**src/dmcsa_pkg.sv**
```systemverilog
// constants, types and layouts shared by the diagnostic/monitor/amplifier register block
package dmcsa_pkg;

   // ----------------------------------------------------------------
   // bus geometry
   // ----------------------------------------------------------------
   localparam int WB_ADR_W = 10;
   localparam int WB_DAT_W = 32;
   localparam int REG_W = 8;
   localparam int IDX_W = 8;

   // ----------------------------------------------------------------
   // register indices (byte address = 4 * index)
   // ----------------------------------------------------------------
   localparam logic [IDX_W-1:0] IDX_DIAG_SRC = 8'h23;
   localparam logic [IDX_W-1:0] IDX_SUPPLY_MON = 8'h25;
   localparam logic [IDX_W-1:0] IDX_AMP_GAIN = 8'h26;
   localparam logic [IDX_W-1:0] IDX_AMP1_BLANK = 8'h27;
   localparam logic [IDX_W-1:0] IDX_CONTROL = 8'h40;
   localparam logic [IDX_W-1:0] IDX_FAULT = 8'h41;
   localparam logic [IDX_W-1:0] IDX_IRQ_STATUS = 8'h42;
   localparam logic [IDX_W-1:0] IDX_IRQ_CLEAR = 8'h43;
   localparam logic [IDX_W-1:0] IDX_IRQ_ENABLE = 8'h44;

   // ----------------------------------------------------------------
   // reset values and writable masks
   // ----------------------------------------------------------------
   localparam logic [REG_W-1:0] RST_DIAG_SRC = 8'h00;
   localparam logic [REG_W-1:0] RST_SUPPLY_MON = 8'h14;
   localparam logic [REG_W-1:0] RST_AMP_GAIN = 8'h09;
   localparam logic [REG_W-1:0] RST_AMP1_BLANK = 8'h00;
   localparam logic [REG_W-1:0] RST_CONTROL = 8'h00;
   localparam logic [REG_W-1:0] RST_IRQ = 8'h00;
   localparam logic [REG_W-1:0] MASK_AMP_GAIN = 8'h3F;
   localparam logic [REG_W-1:0] MASK_AMP1_BLANK = 8'h3F;
   localparam logic [REG_W-1:0] MASK_CONTROL = 8'h01;
   localparam logic [REG_W-1:0] MASK_EVENTS = 8'h0F;

   // ----------------------------------------------------------------
   // field positions
   // ----------------------------------------------------------------
   localparam int SUPPLY_UV_MODE_BIT = 7;
   localparam int SUPPLY_OV_MODE_LSB = 5;
   localparam int SUPPLY_OV_DG_LSB = 3;
   localparam int SUPPLY_OV_THR_BIT = 2;
   localparam int PUMP_UV_MODE_BIT = 1;
   localparam int PUMP_UV_THR_BIT = 0;
   localparam int AMP1_DIV_BIT = 5;
   localparam int AMP1_GAIN_LSB = 3;
   localparam int AMP2_DIV_BIT = 2;
   localparam int AMP2_GAIN_LSB = 0;
   localparam int BLANK_SEL_LSB = 3;
   localparam int BLANK_DUR_LSB = 0;
   localparam int CTRL_GLOBAL_BIT = 0;
   localparam int CTRL_CLEAR_BIT = 1;
   localparam int EV_SUPPLY_UV = 0;
   localparam int EV_SUPPLY_OV = 1;
   localparam int EV_OV_WARN = 2;
   localparam int EV_PUMP_UV = 3;

   // ----------------------------------------------------------------
   // gain values in V/V
   // ----------------------------------------------------------------
   localparam logic [6:0] GAIN_VV_10 = 7'h0A;
   localparam logic [6:0] GAIN_VV_20 = 7'h14;
   localparam logic [6:0] GAIN_VV_40 = 7'h28;
   localparam logic [6:0] GAIN_VV_80 = 7'h50;

   // ----------------------------------------------------------------
   // timing
   // ----------------------------------------------------------------
   localparam int CLK_PERIOD_NS = 8;
   localparam int DG_1US_NS = 1000;
   localparam int DG_2US_NS = 2000;
   localparam int DG_4US_NS = 4000;
   localparam int DG_8US_NS = 8000;
   localparam int DG_W = 10;
   localparam logic [DG_W-1:0] DG_1US_CYC = DG_W'((DG_1US_NS + CLK_PERIOD_NS - 1) / CLK_PERIOD_NS);
   localparam logic [DG_W-1:0] DG_2US_CYC = DG_W'((DG_2US_NS + CLK_PERIOD_NS - 1) / CLK_PERIOD_NS);
   localparam logic [DG_W-1:0] DG_4US_CYC = DG_W'((DG_4US_NS + CLK_PERIOD_NS - 1) / CLK_PERIOD_NS);
   localparam logic [DG_W-1:0] DG_8US_CYC = DG_W'((DG_8US_NS + CLK_PERIOD_NS - 1) / CLK_PERIOD_NS);
   localparam logic [DG_W-1:0] UV_DG_CYC = 10'h001;

   // ----------------------------------------------------------------
   // types
   // ----------------------------------------------------------------
   typedef enum logic [1:0] {OV_LATCHED, OV_AUTO, OV_WARN_ONLY, OV_OFF} dmcsa_ov_mode_e;

   typedef struct packed {
      logic refDivEighth;
      logic [1:0] gainCode;
      logic [6:0] gainVv;
   } dmcsa_amp_s;

   typedef struct packed {
      logic [2:0] triggerBridge;
      logic [2:0] durationCode;
      logic [3:0] durationEighths;
      logic active;
   } dmcsa_blank_s;

endpackage

```
**src/dmcsa_config_regs.sv**
```systemverilog
// register bank for offline diagnostics, supply/pump monitors and shunt amplifiers
//
// What this block does
// - register 0x23 holds pull-up/pull-down source enables for bridges 1-4, pull-up high
// - per-bridge sources act only while the global diagnostic enable is one
// - all eight diagnostic source enables clear on reset
// - bit 7 selects supply undervoltage latched (0) or auto recovery (1)
// - bits 6-5: latched, auto, warning only, disabled; reset 00
// - overvoltage must persist 1/2/4/8 us per bits 4-3; reset 4 us
// - bit 2 selects overvoltage threshold 21.5 V or 28.5 V; reset high
// - bit 1 selects pump undervoltage latched (0) or auto recovery (1)
// - bit 0 selects pump undervoltage threshold 4.75 V or 6.25 V
// - monitor control register 0x25 resets to 0x14
// - divider bit zero gives reference half, one gives eighth; bits 5 and 2
// - gain fields 4-3 and 1-0 decode 10/20/40/80 V/V, reset 01
// - gain register 0x26 bits 7-6 read zero, resets to 0x09
// - blanking register 0x27: zero bits 7-6, trigger select, duration, reset zero
// - trigger select 000-111 picks half-bridge 1-8 as blanking start
// - duration: disabled, 25, 37.5, 50, 62.5, 75, 87.5, 100 percent of drive time
`timescale 1ns/100ps
module dmcsa_config_regs (
   input wire logic sys_clk,
   input wire logic rst,
   input wire logic wb_cyc_i,
   input wire logic wb_stb_i,
   input wire logic wb_we_i,
   input wire logic [dmcsa_pkg::WB_ADR_W-1:0] wb_adr_i,
   input wire logic [3:0] wb_sel_i,
   input wire logic [dmcsa_pkg::WB_DAT_W-1:0] wb_dat_i,
   output logic [dmcsa_pkg::WB_DAT_W-1:0] wb_dat_o,
   output logic wb_ack_o,
   input wire logic supplyUvRaw,
   input wire logic supplyOvRaw,
   input wire logic pumpUvRaw,
   output logic [7:0] diagSourceEn,
   output logic supplyOvThreshHigh,
   output logic pumpUvThreshHigh,
   output logic supplyUvFault,
   output logic supplyOvFault,
   output logic supplyOvWarning,
   output logic pumpUvFault,
   output dmcsa_pkg::dmcsa_amp_s amp1Cfg,
   output dmcsa_pkg::dmcsa_amp_s amp2Cfg,
   output dmcsa_pkg::dmcsa_blank_s amp1Blank,
   output logic irq
);
   import dmcsa_pkg::*;

   // ----------------------------------------------------------------
   // decode helpers
   // ----------------------------------------------------------------
   function automatic logic [6:0] gainToVv(input logic [1:0] code);
      logic [6:0] vv;
      case (code)
         2'h0: vv = GAIN_VV_10;
         2'h1: vv = GAIN_VV_20;
         2'h2: vv = GAIN_VV_40;
         default: vv = GAIN_VV_80;
      endcase
      return vv;
   endfunction
   function automatic logic [DG_W-1:0] deglitchCycles(input logic [1:0] code);
      logic [DG_W-1:0] cyc;
      case (code)
         2'h0: cyc = DG_1US_CYC;
         2'h1: cyc = DG_2US_CYC;
         2'h2: cyc = DG_4US_CYC;
         default: cyc = DG_8US_CYC;
      endcase
      return cyc;
   endfunction
   // blanking duration in eighths of the gate drive time; 0 = disabled
   function automatic logic [3:0] blankEighths(input logic [2:0] code);
      return (code == 3'h0) ? 4'h0 : 4'({1'b0, code}) + 4'h1;
   endfunction

   function automatic dmcsa_amp_s ampDecode(input logic divBit, input logic [1:0] gain);
      dmcsa_amp_s a;
      a.refDivEighth = divBit;
      a.gainCode = gain;
      a.gainVv = gainToVv(gain);
      return a;
   endfunction

   // ----------------------------------------------------------------
   // storage
   // ----------------------------------------------------------------
   logic [REG_W-1:0] diagSrc_reg;
   logic [REG_W-1:0] supplyMon_reg;
   logic [REG_W-1:0] ampGain_reg;
   logic [REG_W-1:0] amp1Blank_reg;
   logic [REG_W-1:0] control_reg;
   logic [REG_W-1:0] irqStatus_reg;
   logic [REG_W-1:0] irqStatus_next;
   logic [REG_W-1:0] irqEnable_reg;
   logic ack_reg;
   logic [WB_DAT_W-1:0] rdData_reg;
   logic faultClear_reg;

   // ----------------------------------------------------------------
   // bus decode
   // ----------------------------------------------------------------
   logic [IDX_W-1:0] regIdx;
   logic busReq;
   logic wrStrobe;
   logic [REG_W-1:0] wrByte;
   logic [REG_W-1:0] rdByte;
   logic [REG_W-1:0] faultVector;
   logic [REG_W-1:0] eventVector;
   logic [REG_W-1:0] irqClearMask;

   assign regIdx = wb_adr_i[WB_ADR_W-1:2];
   assign busReq = wb_cyc_i && wb_stb_i;
   // a write takes effect on the edge at which ack is sampled high
   assign wrStrobe = busReq && wb_we_i && ack_reg && wb_sel_i[0];
   assign wrByte = wb_dat_i[REG_W-1:0];

   // ----------------------------------------------------------------
   // wishbone handshake: ack one cycle after the request, then drop
   // ----------------------------------------------------------------
   always_ff @(posedge sys_clk) begin
      if (rst) begin
         ack_reg <= 1'b0;
      end else begin
         ack_reg <= busReq && !ack_reg;
      end
   end

   always_ff @(posedge sys_clk) begin
      if (rst) begin
         rdData_reg <= '0;
      end else if (busReq && !ack_reg) begin
         rdData_reg <= {{(WB_DAT_W-REG_W){1'b0}}, rdByte};
      end
   end

   assign wb_ack_o = ack_reg;
   assign wb_dat_o = rdData_reg;

   // ----------------------------------------------------------------
   // read mux: reserved bits and unmapped indices read zero
   // ----------------------------------------------------------------
   always_comb begin
      rdByte = '0;
      case (regIdx)
         IDX_DIAG_SRC: rdByte = diagSrc_reg;
         IDX_SUPPLY_MON: rdByte = supplyMon_reg;
         IDX_AMP_GAIN: rdByte = ampGain_reg & MASK_AMP_GAIN;
         IDX_AMP1_BLANK: rdByte = amp1Blank_reg & MASK_AMP1_BLANK;
         IDX_CONTROL: rdByte = control_reg & MASK_CONTROL;
         IDX_FAULT: rdByte = faultVector;
         IDX_IRQ_STATUS: rdByte = irqStatus_reg;
         IDX_IRQ_ENABLE: rdByte = irqEnable_reg;
         default: rdByte = '0;
      endcase
   end

   // ----------------------------------------------------------------
   // diagnostic source enables
   // ----------------------------------------------------------------
   always_ff @(posedge sys_clk) begin
      if (rst) begin
         diagSrc_reg <= RST_DIAG_SRC;
      end else if (wrStrobe && regIdx == IDX_DIAG_SRC) begin
         diagSrc_reg <= wrByte;
      end
   end

   // ----------------------------------------------------------------
   // supply and pump monitor control
   // ----------------------------------------------------------------
   always_ff @(posedge sys_clk) begin
      if (rst) begin
         supplyMon_reg <= RST_SUPPLY_MON;
      end else if (wrStrobe && regIdx == IDX_SUPPLY_MON) begin
         supplyMon_reg <= wrByte;
      end
   end

   // ----------------------------------------------------------------
   // amplifier gain / reference and amplifier 1 blanking
   // ----------------------------------------------------------------
   always_ff @(posedge sys_clk) begin
      if (rst) begin
         ampGain_reg <= RST_AMP_GAIN;
      end else if (wrStrobe && regIdx == IDX_AMP_GAIN) begin
         ampGain_reg <= wrByte & MASK_AMP_GAIN;
      end
   end

   always_ff @(posedge sys_clk) begin
      if (rst) begin
         amp1Blank_reg <= RST_AMP1_BLANK;
      end else if (wrStrobe && regIdx == IDX_AMP1_BLANK) begin
         amp1Blank_reg <= wrByte & MASK_AMP1_BLANK;
      end
   end

   // ----------------------------------------------------------------
   // control: global diagnostic enable and fault clear command
   // ----------------------------------------------------------------
   always_ff @(posedge sys_clk) begin
      if (rst) begin
         control_reg <= RST_CONTROL;
         faultClear_reg <= 1'b0;
      end else begin
         faultClear_reg <= wrStrobe && regIdx == IDX_CONTROL && wrByte[CTRL_CLEAR_BIT];
         if (wrStrobe && regIdx == IDX_CONTROL) begin
            control_reg <= wrByte & MASK_CONTROL;
         end
      end
   end

   // ----------------------------------------------------------------
   // monitor mode decode
   // ----------------------------------------------------------------
   dmcsa_ov_mode_e ovMode;
   logic supplyUvAuto;
   logic pumpUvAuto;
   logic ovAuto;
   logic ovOff;
   logic [DG_W-1:0] ovDgCycles;

   assign ovMode = dmcsa_ov_mode_e'(supplyMon_reg[SUPPLY_OV_MODE_LSB +: 2]);
   assign supplyUvAuto = supplyMon_reg[SUPPLY_UV_MODE_BIT];
   assign pumpUvAuto = supplyMon_reg[PUMP_UV_MODE_BIT];
   assign ovDgCycles = deglitchCycles(supplyMon_reg[SUPPLY_OV_DG_LSB +: 2]);

   assign ovAuto = (ovMode == OV_AUTO) || (ovMode == OV_WARN_ONLY);
   assign ovOff = (ovMode == OV_OFF);

   // ----------------------------------------------------------------
   // monitor channels
   // ----------------------------------------------------------------
   logic supplyUvLevel;
   logic supplyUvEvent;
   logic supplyOvLevel;
   logic supplyOvEvent;
   logic pumpUvLevel;
   logic pumpUvEvent;

   dmcsa_monitor_chan supplyUvChan (
      .sys_clk(sys_clk),
      .rst(rst),
      .condRaw(supplyUvRaw),
      .dgCycles(UV_DG_CYC),
      .autoRecover(supplyUvAuto),
      .monitorOff(1'b0),
      .faultClear(faultClear_reg),
      .faultLevel(supplyUvLevel),
      .faultEvent(supplyUvEvent)
   );
   dmcsa_monitor_chan supplyOvChan (
      .sys_clk(sys_clk),
      .rst(rst),
      .condRaw(supplyOvRaw),
      .dgCycles(ovDgCycles),
      .autoRecover(ovAuto),
      .monitorOff(ovOff),
      .faultClear(faultClear_reg),
      .faultLevel(supplyOvLevel),
      .faultEvent(supplyOvEvent)
   );
   dmcsa_monitor_chan pumpUvChan (
      .sys_clk(sys_clk),
      .rst(rst),
      .condRaw(pumpUvRaw),
      .dgCycles(UV_DG_CYC),
      .autoRecover(pumpUvAuto),
      .monitorOff(1'b0),
      .faultClear(faultClear_reg),
      .faultLevel(pumpUvLevel),
      .faultEvent(pumpUvEvent)
   );

   // warning-only mode reports but never raises the fault
   logic ovWarnMode;
   assign ovWarnMode = (ovMode == OV_WARN_ONLY);

   always_comb begin
      faultVector = '0;
      faultVector[EV_SUPPLY_UV] = supplyUvLevel;
      faultVector[EV_SUPPLY_OV] = supplyOvLevel && !ovWarnMode;
      faultVector[EV_OV_WARN] = supplyOvLevel && ovWarnMode;
      faultVector[EV_PUMP_UV] = pumpUvLevel;
      eventVector = '0;
      eventVector[EV_SUPPLY_UV] = supplyUvEvent;
      eventVector[EV_SUPPLY_OV] = supplyOvEvent && !ovWarnMode;
      eventVector[EV_OV_WARN] = supplyOvEvent && ovWarnMode;
      eventVector[EV_PUMP_UV] = pumpUvEvent;
   end

   // ----------------------------------------------------------------
   // interrupts: sticky status, write-one clear, enable mask
   // ----------------------------------------------------------------
   assign irqClearMask = (wrStrobe && regIdx == IDX_IRQ_CLEAR) ? wrByte : '0;
   // set wins over a clear in the same cycle
   assign irqStatus_next = ((irqStatus_reg & ~irqClearMask) | eventVector) & MASK_EVENTS;

   always_ff @(posedge sys_clk) begin
      if (rst) begin
         irqStatus_reg <= RST_IRQ;
      end else begin
         irqStatus_reg <= irqStatus_next;
      end
   end

   always_ff @(posedge sys_clk) begin
      if (rst) begin
         irqEnable_reg <= RST_IRQ;
      end else if (wrStrobe && regIdx == IDX_IRQ_ENABLE) begin
         irqEnable_reg <= wrByte & MASK_EVENTS;
      end
   end

   assign irq = |(irqStatus_reg & irqEnable_reg);

   // ----------------------------------------------------------------
   // output staging
   // ----------------------------------------------------------------
   always_ff @(posedge sys_clk) begin
      if (rst) begin
         diagSourceEn <= '0;
         supplyOvThreshHigh <= RST_SUPPLY_MON[SUPPLY_OV_THR_BIT];
         pumpUvThreshHigh <= RST_SUPPLY_MON[PUMP_UV_THR_BIT];
      end else begin
         diagSourceEn <= control_reg[CTRL_GLOBAL_BIT] ? diagSrc_reg : '0;
         supplyOvThreshHigh <= supplyMon_reg[SUPPLY_OV_THR_BIT];
         pumpUvThreshHigh <= supplyMon_reg[PUMP_UV_THR_BIT];
      end
   end

   always_ff @(posedge sys_clk) begin
      if (rst) begin
         supplyUvFault <= 1'b0;
         supplyOvFault <= 1'b0;
         supplyOvWarning <= 1'b0;
         pumpUvFault <= 1'b0;
      end else begin
         supplyUvFault <= faultVector[EV_SUPPLY_UV];
         supplyOvFault <= faultVector[EV_SUPPLY_OV];
         supplyOvWarning <= faultVector[EV_OV_WARN];
         pumpUvFault <= faultVector[EV_PUMP_UV];
      end
   end

   always_ff @(posedge sys_clk) begin
      if (rst) begin
         amp1Cfg <= ampDecode(RST_AMP_GAIN[AMP1_DIV_BIT], RST_AMP_GAIN[AMP1_GAIN_LSB +: 2]);
         amp2Cfg <= ampDecode(RST_AMP_GAIN[AMP2_DIV_BIT], RST_AMP_GAIN[AMP2_GAIN_LSB +: 2]);
      end else begin
         amp1Cfg <= ampDecode(ampGain_reg[AMP1_DIV_BIT],
            ampGain_reg[AMP1_GAIN_LSB +: 2]);
         amp2Cfg <= ampDecode(ampGain_reg[AMP2_DIV_BIT],
            ampGain_reg[AMP2_GAIN_LSB +: 2]);
      end
   end

   always_ff @(posedge sys_clk) begin
      if (rst) begin
         amp1Blank <= '0;
      end else begin
         amp1Blank.triggerBridge <= amp1Blank_reg[BLANK_SEL_LSB +: 3];
         amp1Blank.durationCode <= amp1Blank_reg[BLANK_DUR_LSB +: 3];
         amp1Blank.durationEighths <= blankEighths(amp1Blank_reg[BLANK_DUR_LSB +: 3]);
         amp1Blank.active <= |amp1Blank_reg[BLANK_DUR_LSB +: 3];
      end
   end

endmodule

```
**src/dmcsa_monitor_chan.sv**
```systemverilog
// one voltage monitor channel: pin synchroniser, deglitch and latched/auto fault flag
`timescale 1ns/100ps
module dmcsa_monitor_chan (
   input wire logic sys_clk,
   input wire logic rst,
   input wire logic condRaw,
   input wire logic [dmcsa_pkg::DG_W-1:0] dgCycles,
   input wire logic autoRecover,
   input wire logic monitorOff,
   input wire logic faultClear,
   output logic faultLevel,
   output logic faultEvent
);
   import dmcsa_pkg::*;

   logic [2:0] sync_reg;
   logic cond_reg;
   logic [DG_W-1:0] dgCount_reg;
   logic fault_reg;
   logic event_reg;
   logic qualified;
   logic faultSet;
   logic faultDrop;

   // ----------------------------------------------------------------
   // synchroniser: second and third stage must agree
   // ----------------------------------------------------------------
   always_ff @(posedge sys_clk) begin
      if (rst) begin
         sync_reg <= 3'h0;
         cond_reg <= 1'b0;
      end else begin
         sync_reg <= {sync_reg[1:0], condRaw};
         if (sync_reg[1] == sync_reg[2]) begin
            cond_reg <= sync_reg[2];
         end
      end
   end

   // ----------------------------------------------------------------
   // deglitch: condition must persist dgCycles cycles
   // ----------------------------------------------------------------
   always_ff @(posedge sys_clk) begin
      if (rst || monitorOff || !cond_reg) begin
         dgCount_reg <= '0;
      end else if (dgCount_reg < dgCycles) begin
         dgCount_reg <= dgCount_reg + 10'h001;
      end
   end

   assign qualified = cond_reg && (dgCount_reg >= dgCycles);
   assign faultSet = qualified && !monitorOff;
   assign faultDrop = monitorOff || (!qualified && (autoRecover || faultClear));

   // ----------------------------------------------------------------
   // fault flag: set wins over clear
   // ----------------------------------------------------------------
   always_ff @(posedge sys_clk) begin
      if (rst) begin
         fault_reg <= 1'b0;
         event_reg <= 1'b0;
      end else begin
         event_reg <= faultSet && !fault_reg;
         if (faultSet) begin
            fault_reg <= 1'b1;
         end else if (faultDrop) begin
            fault_reg <= 1'b0;
         end
      end
   end

   assign faultLevel = fault_reg;
   assign faultEvent = event_reg;

endmodule

```
**config.mk**
```make
export PLATFORM = sky130hd
export DESIGN_NAME = dmcsa_config_regs
export DESIGN_NICKNAME = d
export VERILOG_FILES = /design/src/dmcsa_pkg.sv /design/src/dmcsa_config_regs.sv /design/src/dmcsa_monitor_chan.sv
export SDC_FILE = /design/constraint.sdc
export NUM_CORES = 1
export LEC_CHECK = 0
export BUFFER_PORTS_ARGS = -buffer_cell sky130_fd_sc_hd__buf_2
export CAP_MARGIN = 20
export CORE_UTILIZATION = 55
export DETAILED_ROUTE_END_ITERATION = 16
export PLACE_DENSITY_LB_ADDON = 0.2
export SYNTH_ARGS = -nofsm -noshare
export SYNTH_HDL_FRONTEND = slang
export SYNTH_SLANG_ARGS = --single-unit
```
**constraint.sdc**
```tcl
create_clock -name sys_clk -period 5.3 [get_ports sys_clk]
set_clock_uncertainty 0.15 [all_clocks]
set_input_delay 0.265 -clock sys_clk [delete_from_list [all_inputs] [get_ports sys_clk]]
set_output_delay 0.265 -clock sys_clk [all_outputs]
set_load 0.03 [all_outputs]
```
==> metrics.txt <==
Reg power frac=46.6%; Syn. warnings=0; synth top area cells=dfxtp_1 (49%), mux2i_1 (5.5%), ha_1 (4.2%); GRT Residual Overflow=0; clk sinks=138; drt wl/cell=14.1 um; antenna-violating nets left=0; fin crit period=2.91 ns; critical path required time=5.55 ns; Max-cap violations=0; Critical Path AT=3.16 ns; Hold WC Path Type=in -> reg; EDFF count, synth=0; sw power=0.497 mW; Final #Nets=752; VDD IR-drop max=243 uV; Slew Limit Fails=0; setup ws final=2.39 ns; root buffer cell=clkbuf_8; fin crit share=54.8%; Critical Path Fanout Max=8; DR pass1 iterations=5; Area growth syn-to-layout=18.9%; FFs w/ async S/R, synth=0%; initial antenna violation count=0; vias after detailed routing=4,349; Rows=36; Ports=roughly 130; I/O Buffers=77; diodes inserted=0; number of global-route vias before repair=3,978; Logic pwr share=4.2%; Synth Cell Area=5640 um2; Synth top area share=roughly half; Worst Tran Pin Value=0.812 ns; fmax=0.344 GHz; max_slew headroom=approximately 45%; CTS Buf Count=17; core area=about 10000 um2; Clk network pwr share=between 40% and 50%; Post-Route Setup TNS=0 ns; FF+latch count, synth=138; Final Setup Violations=0; DRT iter0 DRCs=170; vias per inst=approximately 5.3; Post-CTS Repair Setup Buffers=0; Power Dens Cells=334 nW/um2; CTS max path bufs=2; DRC=0; Die X=103 um; Cells after Synth=around 590; Distinct cells, synth=52; synthesized area per cell=9.59 um2; pre-CTS setup slack=2.62 ns; Switching Fraction=about 22%; Reg clk slew, reported paths=about 0.06 ns; gpl congestion=0.879; clk_lat worst skew=0.52 ns; Largest register FFs=17; Die Span Y=103 um; die footprint=10,700 um2; sequential-to-total area share from yosys stat=49.0%; Hold Fails Final Rpt=0; drt total wl=between 10,000 and 15,000 um; P_int=between 1.5 and 2 mW; ys flop type=dfxtp_1; Lkg Pwr=roughly 2.8 nW; Critical Path Sink Type=flip-flop; fraction of layout cells with a size suffix above 1=17.8%; crit path kind=in -> reg; status=complete, no violations; Yosys top cell by area=dfxtp_1; critical path launch point type=input pin; unrepaired setup endpoints after global routing=false; GR Util All Layers=23.2%; first-pass GRT wire length=approximately 19,000 um; pin count of the biggest net entering global routing=67; H-tree depth=4; CTS tree=done; initial core utilization=57.2%; HPWL Detailed=8000 um
-- what timing repair did --
| item | 4_1_cts | 5_1_grt |
|---|---|---|
| resized for setup | 0 | 0 |
| hold endpoints to repair | 46 | 0 |
| endpoints found under the setup margin | 0 | 0 |
| hold buffers | 15 | 0 |
-- metrics by stage --
step                      instances  utilization, %  cell area, um2  total power, mW  hold WS, ns
after floorplan                 613               -            5730             1.14        0.213
after global placement          777            60.8            5990             1.15        0.252
after detailed placement        777            60.8            5990             1.15        0.252
after CTS                       823            67.9            6700             2.26       0.0102
after global routing            824            68.0            6710             2.32       0.0684
final                           824            68.0            6710             2.24       0.0457
-- layer usage --
layer / GRT usage, % / wire length, um / up-vias
met4: 10.4 / 312 / 0
met2: 38.6 / 5640 / 135
met1: 27.8 / 5040 / 2028
li1: - / - / 2156
met5: 0 / 0 / -
met3: 6.72 / 637 / 30
-- synth_stat cells (3+ instances only) --
| master | n |
|---|---|
| ha_1 | 19 |
| nor3b_1 | 4 |
| o41ai_1 | 3 |
| a21oi_1 | 30 |
| a22o_1 | 6 |
| a211o_1 | 4 |
| and2_1 | 29 |
| o21ai_0 | 12 |
| o211ai_1 | 5 |
| inv_1 | 28 |
| mux2_2 | 5 |
| mux2i_1 | 31 |
| clkbuf_1 | 10 |
| nand4b_1 | 3 |
| o31ai_1 | 4 |
| nand4_1 | 7 |
| a311oi_1 | 7 |
| dfxtp_1 | 138 |
| buf_2 | 5 |
| a22oi_1 | 3 |
| or4_1 | 4 |
| nor3_1 | 5 |
| a31oi_1 | 4 |
| nand2_1 | 37 |
| nor2b_1 | 32 |
| nor4_1 | 6 |
| nand2b_1 | 5 |
| nand3_1 | 12 |
| or3_1 | 7 |
| buf_4 | 27 |
| nor2_1 | 63 |
| buf_1 | 3 |
| xnor2_1 | 3 |
-- layout by cell type, fill, tap and decap left out, drive strengths merged, types with 3 or more instances in the layout --
master and count:
a31oi 4, nand2b 5, nor4 8, clkinvlp 3
nand2 38, nor2b 32, o41ai 3, a211o 4
a311oi 7, clkinv 6, nand3 12, and2 29
o31ai 4, inv 29, or4 4, nand4 7
xnor2 3, nor3b 4, or2 3, ha 19
dlygate4sd3 15, a22o 6, clkbuf 19, mux2i 31
mux2 5, o21ai 12, dfxtp 138, buf 79
nor2 63, nand4b 3, or3 7, nor3 8
o211ai 5, a21oi 30, conb 26, a22oi 3
-- kinds of logic (layout without fill, tap and decap cells) --
family                   count (synthesis)  count (layout)  synth area share, %
AO/OA/AOI/OAI                           85              85                 9.90
XOR/XNOR                                 3               3                0.466
adder cells (fa/ha/maj)                 20              20                 4.39
buffers and inverters                   75             153                 7.17
flip-flops                             138             138                 49.0
multiplexers                            36              36                 6.50
other                                    1              26               0.0665
AND/OR/NAND/NOR                        230             230                 22.5
-- power groups by stage --
stage	sequential (mW)	clock, mW	combinational, mW
detailed placement	1.07	0	0.0848
finish	1.04	1.10	0.0942
global placement	1.07	0	0.0841
CTS	1.04	1.12	0.0932
floorplan	1.07	0	0.0742
global route	1.04	1.17	0.102
-- critical path: stages --
cell and delay [ns]:
dlygate4sd3_1 0.53, buf_2 0.14, or3_1 0.42, nor4_1 0.42, nand2b_1 0.48, mux2i_1 0.27
nor2_1 0.06, dlygate4sd3_1 0.57
-- area by class of cell --
class / count / area, um2
clock inverter: 12 / 125
inverter: 28 / 105
fill: 795 / 3160
sequential: 138 / 2760
multi-input combinational: 400 / 2570
timing repair buffer: 94 / 551
clock buffer: 19 / 432
tap: 133 / 166
-- worst paths after layout --
kind / from / endpoint / slack (ns) / cells after the start
max: wb_adr_i[5] / diagSrc_reg[7]$_SDFFE_PP0P_ / 2.39 / 8
min: wb_adr_i[7] / wb_dat_o[2]$_SDFFE_PP0P_ / 0.05 / 4
max reg2reg: wb_ack_o$_SDFF_PP0_ / diagSrc_reg[7]$_SDFFE_PP0P_ / 2.53 / 6
min reg2reg: supplyUvChan.faultLevel$_SDFFE_PP0P_ / supplyUvChan.faultEvent$_SDFF_PP0_ / 0.26 / 1
Power figures use the tool's default switching activity.
